<file path="src/fbid_pkg.sv">
// Package of constants and types for the function BAR and ID block
package fbid_pkg;

  // ***********************************************************
  // Header offsets and field positions
  // ***********************************************************
  localparam logic [11:0] OFF_IDENT      = 12'h000;
  localparam logic [11:0] OFF_CLASS      = 12'h008;
  localparam logic [11:0] OFF_BAR0       = 12'h010;
  localparam logic [11:0] OFF_BOARD      = 12'h02C;
  localparam int          BAR_COUNT      = 6;
  localparam int          BAR_MIN_LOG2   = 4;   // 16 bytes
  localparam int          BAR_MAX_LOG2   = 31;  // 2 GB
  localparam int          TYPE64_BIT     = 2;
  localparam int          PREF_BIT       = 3;
  localparam logic [15:0] ABSENT_ID      = 16'hFFFF;
  localparam logic [15:0] RST_MAKER      = 16'h1AB0; // Arbitrary value
  localparam logic [15:0] RST_PART       = 16'h0001; // Arbitrary value
  localparam logic [15:0] RST_VPART      = 16'h0002; // Arbitrary value
  localparam logic [7:0]  RST_REV        = 8'h01; // Arbitrary value
  localparam logic [7:0]  RST_CLASS      = 8'h00;
  localparam logic [7:0]  RST_SUBCLASS   = 8'h00;
  localparam logic [15:0] RST_BMAKER     = 16'h5E11; // Arbitrary value
  localparam logic [15:0] RST_BPART      = 16'h0C0D; // Arbitrary value

  // ***********************************************************
  // Carried groups
  // ***********************************************************
  typedef struct packed {
    logic [15:0] maker_identifier;
    logic [15:0] part_identifier;
    logic [15:0] virtual_part_identifier;
    logic [7:0]  silicon_revision;
    logic [7:0]  function_class;
    logic [7:0]  function_subclass;
    logic [15:0] board_maker_identifier;
    logic [15:0] board_part_identifier;
  } fbid_ident_s;

  typedef struct packed {
    logic       present;
    logic       is64;
    logic       prefetch;
    logic [4:0] size_log2;
  } fbid_bar_s;

  typedef struct packed {
    logic        valid;
    logic        write;
    logic        is_vf;
    logic [11:0] addr;
    logic [31:0] wdata;
  } fbid_cfg_req_s;

endpackage : fbid_pkg

</file>
<file path="src/fbid_bar_decode.sv">
// One BAR: config value readback, host base write and base output for the address match
module fbid_bar_decode (
  // Clock and reset
  input  wire logic              clk,
  input  wire logic              resetn,
  // Effective setup of this BAR
  input  wire fbid_pkg::fbid_bar_s cfg,
  input  wire logic              upper_half,
  input  wire fbid_pkg::fbid_bar_s lower_cfg,
  // Host write of the BAR word
  input  wire logic              wr_en,
  input  wire logic [31:0]       wr_data,
  // Readback and decode
  output logic [31:0]            rd_data,
  output logic [31:0]            base
);

  logic [31:0] next_base;
  logic [31:0] mask;

  // Writable bits lie above the window size
  always_comb begin
    mask = 32'h0000_0000;
    if (upper_half) begin
      mask = (lower_cfg.present && lower_cfg.is64) ? 32'hFFFF_FFFF
                                                   : 32'h0000_0000;
    end else if (cfg.present) begin
      mask = 32'hFFFF_FFFF << cfg.size_log2;
    end
    next_base = wr_en ? (wr_data & mask) : base;
  end

  // Base register
  always_ff @(posedge clk or negedge resetn) begin
    if (!resetn) begin
      base <= 32'h0000_0000;
    end else begin
      base <= next_base;
    end
  end

  // Readback with memory type and prefetch attributes
  always_comb begin
    rd_data = 32'h0000_0000;
    if (upper_half) begin
      rd_data = base;
    end else if (cfg.present) begin
      rd_data = base;
      rd_data[fbid_pkg::TYPE64_BIT] = cfg.is64;
      rd_data[fbid_pkg::PREF_BIT]   = cfg.prefetch;
    end
  end

endmodule : fbid_bar_decode

</file>
<file path="src/fbid_function_config.sv">
// Per-function BAR setup and read-only identification header
module fbid_function_config #(
  parameter logic [5:0]  BAR_PRESENT  = 6'h01,
  parameter logic [5:0]  BAR_IS64     = 6'h00,
  parameter logic [5:0]  BAR_PREFETCH = 6'h00,
  parameter logic [29:0] BAR_SIZES    = {6{5'h0C}}
) (
  // Clock and reset
  input  wire logic                   clk,
  input  wire logic                   resetn,
  // Run-time reconfiguration of the ID set
  input  wire logic                   reconf_valid,
  input  wire fbid_pkg::fbid_ident_s  reconf_ident,
  // Configuration request from the link
  input  wire fbid_pkg::fbid_cfg_req_s cfg_req,
  // Completion
  output logic                        cpl_valid,
  output logic [31:0]                 cpl_data,
  // Memory decode
  input  wire logic [63:0]            mem_addr,
  input  wire logic                   mem_is_vf,
  output logic [5:0]                  bar_hit,
  // Status of the accepted setup
  output logic                        setup_error
);

  // ***********************************************************
  // Elaboration checks
  // ***********************************************************
  generate
    for (genvar c = 0; c < fbid_pkg::BAR_COUNT; c++) begin : g_chk
      if (BAR_SIZES[c*5 +: 5] < 5'(fbid_pkg::BAR_MIN_LOG2))
        $error("BAR size below 16 bytes");
    end
  endgenerate

  // ***********************************************************
  // Effective BAR setup
  // ***********************************************************
  fbid_pkg::fbid_bar_s eff [fbid_pkg::BAR_COUNT];
  logic [5:0]          upper;
  logic [5:0]          bad;

  function automatic logic pair_ok(input int idx);
    return (idx % 2) == 0;
  endfunction : pair_ok

  // Legal pairing only, odd partner forced absent
  always_comb begin
    for (int i = 0; i < fbid_pkg::BAR_COUNT; i++) begin
      eff[i].present   = BAR_PRESENT[i];
      eff[i].is64      = BAR_IS64[i] && pair_ok(i);
      eff[i].prefetch  = BAR_PREFETCH[i];
      eff[i].size_log2 = BAR_SIZES[i*5 +: 5];
      upper[i]         = 1'b0;
      bad[i]           = BAR_IS64[i] && !pair_ok(i);
    end
    for (int i = 1; i < fbid_pkg::BAR_COUNT; i += 2) begin
      if (eff[i-1].present && eff[i-1].is64) begin
        eff[i].present = 1'b0;
        upper[i]       = 1'b1;
        bad[i]         = bad[i] | BAR_PRESENT[i];
      end
    end
  end

  assign setup_error = |bad;

  // ***********************************************************
  // BAR slots, PF and shared VF copies
  // ***********************************************************
  logic [5:0]  pf_wr;
  logic [5:0]  vf_wr;
  logic [31:0] pf_rd   [fbid_pkg::BAR_COUNT];
  logic [31:0] vf_rd   [fbid_pkg::BAR_COUNT];
  logic [31:0] pf_base [fbid_pkg::BAR_COUNT];
  logic [31:0] vf_base [fbid_pkg::BAR_COUNT];

  function automatic logic [2:0] bar_index(input logic [11:0] a);
    return 3'((a - fbid_pkg::OFF_BAR0) >> 2);
  endfunction : bar_index

  function automatic logic in_bar(input logic [11:0] a);
    return a >= fbid_pkg::OFF_BAR0 && a < fbid_pkg::OFF_BAR0 + 12'h018;
  endfunction : in_bar

  generate
    for (genvar b = 0; b < fbid_pkg::BAR_COUNT; b++) begin : g_bar
      assign pf_wr[b] = cfg_req.valid && cfg_req.write && !cfg_req.is_vf &&
                        in_bar(cfg_req.addr) && bar_index(cfg_req.addr) == b;
      assign vf_wr[b] = cfg_req.valid && cfg_req.write && cfg_req.is_vf &&
                        in_bar(cfg_req.addr) && bar_index(cfg_req.addr) == b;
      fbid_bar_decode u_pf (
        .clk        (clk),
        .resetn     (resetn),
        .cfg        (eff[b]),
        .upper_half (upper[b]),
        .lower_cfg  (eff[b - (b % 2)]),
        .wr_en      (pf_wr[b]),
        .wr_data    (cfg_req.wdata),
        .rd_data    (pf_rd[b]),
        .base       (pf_base[b])
      );
      // One setup serves every virtual function
      fbid_bar_decode u_vf (
        .clk        (clk),
        .resetn     (resetn),
        .cfg        (eff[b]),
        .upper_half (upper[b]),
        .lower_cfg  (eff[b - (b % 2)]),
        .wr_en      (vf_wr[b]),
        .wr_data    (cfg_req.wdata),
        .rd_data    (vf_rd[b]),
        .base       (vf_base[b])
      );
    end
  endgenerate

  // ***********************************************************
  // Address decode
  // ***********************************************************
  always_comb begin
    for (int i = 0; i < fbid_pkg::BAR_COUNT; i++) begin
      logic [63:0] mask;
      logic [63:0] base;
      mask = 64'hFFFF_FFFF_FFFF_FFFF << eff[i].size_log2;
      base = {32'h0000_0000, (mem_is_vf ? vf_base[i] : pf_base[i])};
      if (eff[i].is64 && i < fbid_pkg::BAR_COUNT - 1) begin
        base[63:32] = mem_is_vf ? vf_base[i+1] : pf_base[i+1];
      end else begin
        mask[63:32] = 32'hFFFF_FFFF;
      end
      base[3:0] = 4'h0;
      bar_hit[i] = eff[i].present &&
                   ((mem_addr & mask) == (base & mask));
    end
  end

  // ***********************************************************
  // Identification set of this function
  // ***********************************************************
  fbid_pkg::fbid_ident_s ident;
  fbid_pkg::fbid_ident_s next_ident;

  // Only reconfiguration replaces the set, never a host write
  always_comb begin
    next_ident = ident;
    if (reconf_valid) begin
      next_ident = reconf_ident;
    end
  end

  always_ff @(posedge clk or negedge resetn) begin
    if (!resetn) begin
      ident <= '{fbid_pkg::RST_MAKER, fbid_pkg::RST_PART,
                 fbid_pkg::RST_VPART, fbid_pkg::RST_REV,
                 fbid_pkg::RST_CLASS, fbid_pkg::RST_SUBCLASS,
                 fbid_pkg::RST_BMAKER, fbid_pkg::RST_BPART};
    end else begin
      ident <= next_ident;
    end
  end

  // ***********************************************************
  // Completion path
  // ***********************************************************
  logic        next_cpl_valid;
  logic [31:0] next_cpl_data;
  logic [15:0] part;

  // Reads return header words; writes complete with no data
  always_comb begin
    part           = cfg_req.is_vf ? ident.virtual_part_identifier
                                   : ident.part_identifier;
    next_cpl_valid = cfg_req.valid;
    next_cpl_data  = 32'h0000_0000;
    if (cfg_req.valid && !cfg_req.write) begin
      case (cfg_req.addr)
        fbid_pkg::OFF_IDENT:
          next_cpl_data = {part, ident.maker_identifier};
        fbid_pkg::OFF_CLASS:
          next_cpl_data = {ident.function_class, ident.function_subclass,
                           8'h00, ident.silicon_revision};
        fbid_pkg::OFF_BOARD:
          next_cpl_data = {ident.board_part_identifier,
                           ident.board_maker_identifier};
        default: begin
          if (in_bar(cfg_req.addr)) begin
            next_cpl_data = cfg_req.is_vf ? vf_rd[bar_index(cfg_req.addr)]
                                          : pf_rd[bar_index(cfg_req.addr)];
          end
        end
      endcase
    end
  end

  always_ff @(posedge clk or negedge resetn) begin
    if (!resetn) begin
      cpl_valid <= 1'b0;
      cpl_data  <= 32'h0000_0000;
    end else begin
      cpl_valid <= next_cpl_valid;
      cpl_data  <= next_cpl_data;
    end
  end

endmodule : fbid_function_config

</file>
<file path="config.mk">
export PLATFORM = sky130hd
export DESIGN_NAME = fbid_function_config
export DESIGN_NICKNAME = d
export VERILOG_FILES = /design/src/fbid_pkg.sv /design/src/fbid_bar_decode.sv /design/src/fbid_function_config.sv
export SDC_FILE = /design/constraint.sdc
export NUM_CORES = 1
export LEC_CHECK = 0
export BUFFER_PORTS_ARGS = -buffer_cell sky130_fd_sc_hd__buf_4
export CAP_MARGIN = 5
export CORE_UTILIZATION = 46
export DETAILED_ROUTE_END_ITERATION = 8
export PLACE_DENSITY = 0.86
export SLEW_MARGIN = 20
export SYNTH_ARGS = -nofsm -noshare
export SYNTH_HDL_FRONTEND = slang
export SYNTH_SLANG_ARGS = --single-unit
export TNS_END_PERCENT = 10
</file>
<file path="constraint.sdc">
create_clock -name clk -period 1.4 [get_ports clk]
set_input_delay 0.21 -clock clk [delete_from_list [all_inputs] [get_ports clk]]
set_output_delay 0.21 -clock clk [all_outputs]
set_load 0.005 [all_outputs]
</file>
==> flow_metrics.tcl <==
set metrics [dict create \
    drt-wirelength-per-cell_um 19.8 \
    nNetsFinal 1085 \
    place_inst 1058 \
    maxCapViolCount 0 \
    core_area_um2 17200 \
    ys_seq_area_frac 0.551 \
    grt_antenna_before_repair 0 \
    dieArea_um2 18100 \
    startpoint_type "flip-flop" \
    critPathCaptureType "output port" \
    multi_input_area_um2 3400 \
    violations "negative setup slack" \
    peakVddDrop_mv 0.838 \
    hold_start "reconf_ident[39]" \
    yosys_warnings 0 \
    synth_area_um2 8080 \
    place_congestion 0.898 \
    finalHoldViolations 0 \
    yosysTopAreaCell "dfrtp_1" \
    h-tree-depth 4 \
    cts_tree "built" \
    power_density_nw_per_um2 1080 \
    io_pins 259 \
    grtUsageTotal 0.253 \
    ys_ff_latch 177 \
    syn_to_final_growth_pct 41.3 \
    r2r-start "ident[3]" \
    hold_slack_ps 17.3 \
    die_h_um 135 \
    postRouteAntennaNets 0 \
    layout.cells.non_filler 1104 \
    ys_types 39 \
    synth_cells 570 \
    ys.flop_type "dfrtp_1" \
    synth_edf_count 0 \
    grt_pass1_vias 6346 \
    vias 5956 \
    drive_gt1_frac 0.594 \
    clk_path_buf_depth 2 \
    setup_viol 1 \
    start_util 0.469 \
    grt_first_pass_wirelength_um 34200 \
    synth_area_leaders "dfrtp_1, mux2_2, mux2i_1" \
    first_iter_violations 220 \
    path_max_fanout 2 \
    finalSetupTns_ps -844 \
    power.leakage_nw 5.34 \
    fin_crit_ps 2240 \
    maxSlewViolCount 0 \
    crit_arrival_ps 2030 \
    synth_commonest_cells "dfrtp_1, mux2_2, mux2i_1" \
    postCtsSetupRepairBufs 0 \
    fp.dieW_um 135 \
    rows 48 \
    worst_r2r_endpoint "cpl_data[19]" \
    postRouteWirelength_um 21900 \
    synthArstFlopShare 1.00 \
    dr.pass1.iters 4 \
    period_share 1.60 \
    setup_ws_ps -844 \
    antenna_cells 0 \
    cts-root-buf "clkbuf_16" \
    clkTransAtPathRegs_ps 70 \
    cp.required_ps 1190 \
    drc 0 \
    synth_top_area_share 0.483 \
    synth_most_common_cell "dfrtp_1" \
    min_path_cells 2 \
    rsz0062_at_grt "true" \
    outcome "complete, but fails checks" \
    hpwl_um 16500 \
    register_area_um2 4460 \
    r2r_cells 4 \
    avgSynthCellArea_um2 14.2 \
    n_fill_cell 1241 \
    cts_made_buffers 17 \
    critical_path_class "reg -> out" \
    min_to "ident[39]" \
    grt_max_degree 40 \
    hold_path.class "in -> reg" \
    routed_via_density 5.39 \
    max_freq_mhz 446 \
    clock_skew_ps 7.34 \
    io_buffers 228 \
    reg2reg_slack_ps 210 \
    clk-insertion-delay-late_ps 430 \
    cts_sinks 177 \
    overflow 0 \
]
==> worst max path at each step <==
| stage | end | cells past startpoint | from |
|---|---|---|---|
| after floorplan | bar_hit[0] | 5 | mem_is_vf |
| after global placement | bar_hit[0] | 8 | mem_is_vf |
| after detailed placement | bar_hit[0] | 8 | mem_is_vf |
| after CTS | bar_hit[0] | 5 | g_bar[0].u_vf.base[13] |
| after global routing | bar_hit[0] | 6 | g_bar[0].u_vf.base[15] |
| final | bar_hit[0] | 5 | g_bar[0].u_vf.base[13] |
==> per-layer routing <==
metal | global-route usage | share of wire
met4 | 0.0668 | 0.015
met2 | 0.439 | 0.51
met1 | 0.307 | 0.40
met5 | 0 | 0
met3 | 0.0747 | 0.079
==> flip-flops by register name, indices dropped and copies added (netlist names) <==
name             count
g_bar.u_vf.base     20
cpl_data            32
ident              104
g_bar.u_pf.base     20
cpl_valid            1
==> worst max-delay path, stage by stage (launching register included) <==
cell,delay (ps)
dfrtp_1,400
mux2i_1,170
xnor2_1,90
or4_4,490
nor4_4,290
buf_4,170
==> stage by stage <==
| stage | worst slack, ps | cell area, um2 | utilization | power (mW) |
|---|---|---|---|---|
| 2_1_floorplan | -126 | 8120 | - | 6.28 |
| 3_3_place_gp | -673 | 10600 | 0.616 | 7.05 |
| 3_5_place_dp | -677 | 10600 | 0.616 | 7.11 |
| 4_1_cts | -872 | 11400 | 0.661 | 12.4 |
| 5_1_grt | -986 | 11400 | 0.663 | 12.7 |
| 6_report | -844 | 11400 | 0.663 | 12.3 |
==> kinds of logic (layout without fill, tap and decap cells) <==
logic type	Yosys count	in the layout	synth area share
compound gates	77	77	0.0826
buf+inv	47	351	0.0358
flops	177	177	0.551
simple gates	48	48	0.0384
other cells	1	6	0.000464
xor+xnor	20	20	0.0217
mux	200	200	0.270
==> repair_timing <==
| action | 4_1_cts | 5_1_grt |
|---|---|---|
| gates resized for setup | 3 | 2 |
| pin swaps | 5 | 1 |
| endpoints found under the setup margin | 2 | 2 |
| hold endpoints to repair | 33 | 2 |
| hold buffers | 12 | 2 |
==> cell type report <==
cell class	count	share of cell area
clock buffers	19	0.0388
clock inverters	13	0.0181
inverters	1	0.000329
multi-input cells	351	0.297
flip-flops and latches	177	0.390
well taps	225	0.0246
repair buffers	318	0.231
==> report_power, final <==
group / internal, mW / switching, mW
logic: 0.865 / 0.536
clock network: 3.22 / 2.02
registers: 5.47 / 0.172
==> placed cells by master, fill, tap and decap left out, types with 11 or more instances in the layout <==
master and count:
a22oi_1 18, buf_12 17, buf_4 286, clkbuf_16 17, dfrtp_1 156, dfstp_2 21, dlygate4sd3_1 14, mux2_2 134
mux2i_1 55, nor4_1 11, o22a_1 15, o22ai_1 20, xnor2_1 20
Note: power is estimated with default switching activity, not from simulation.
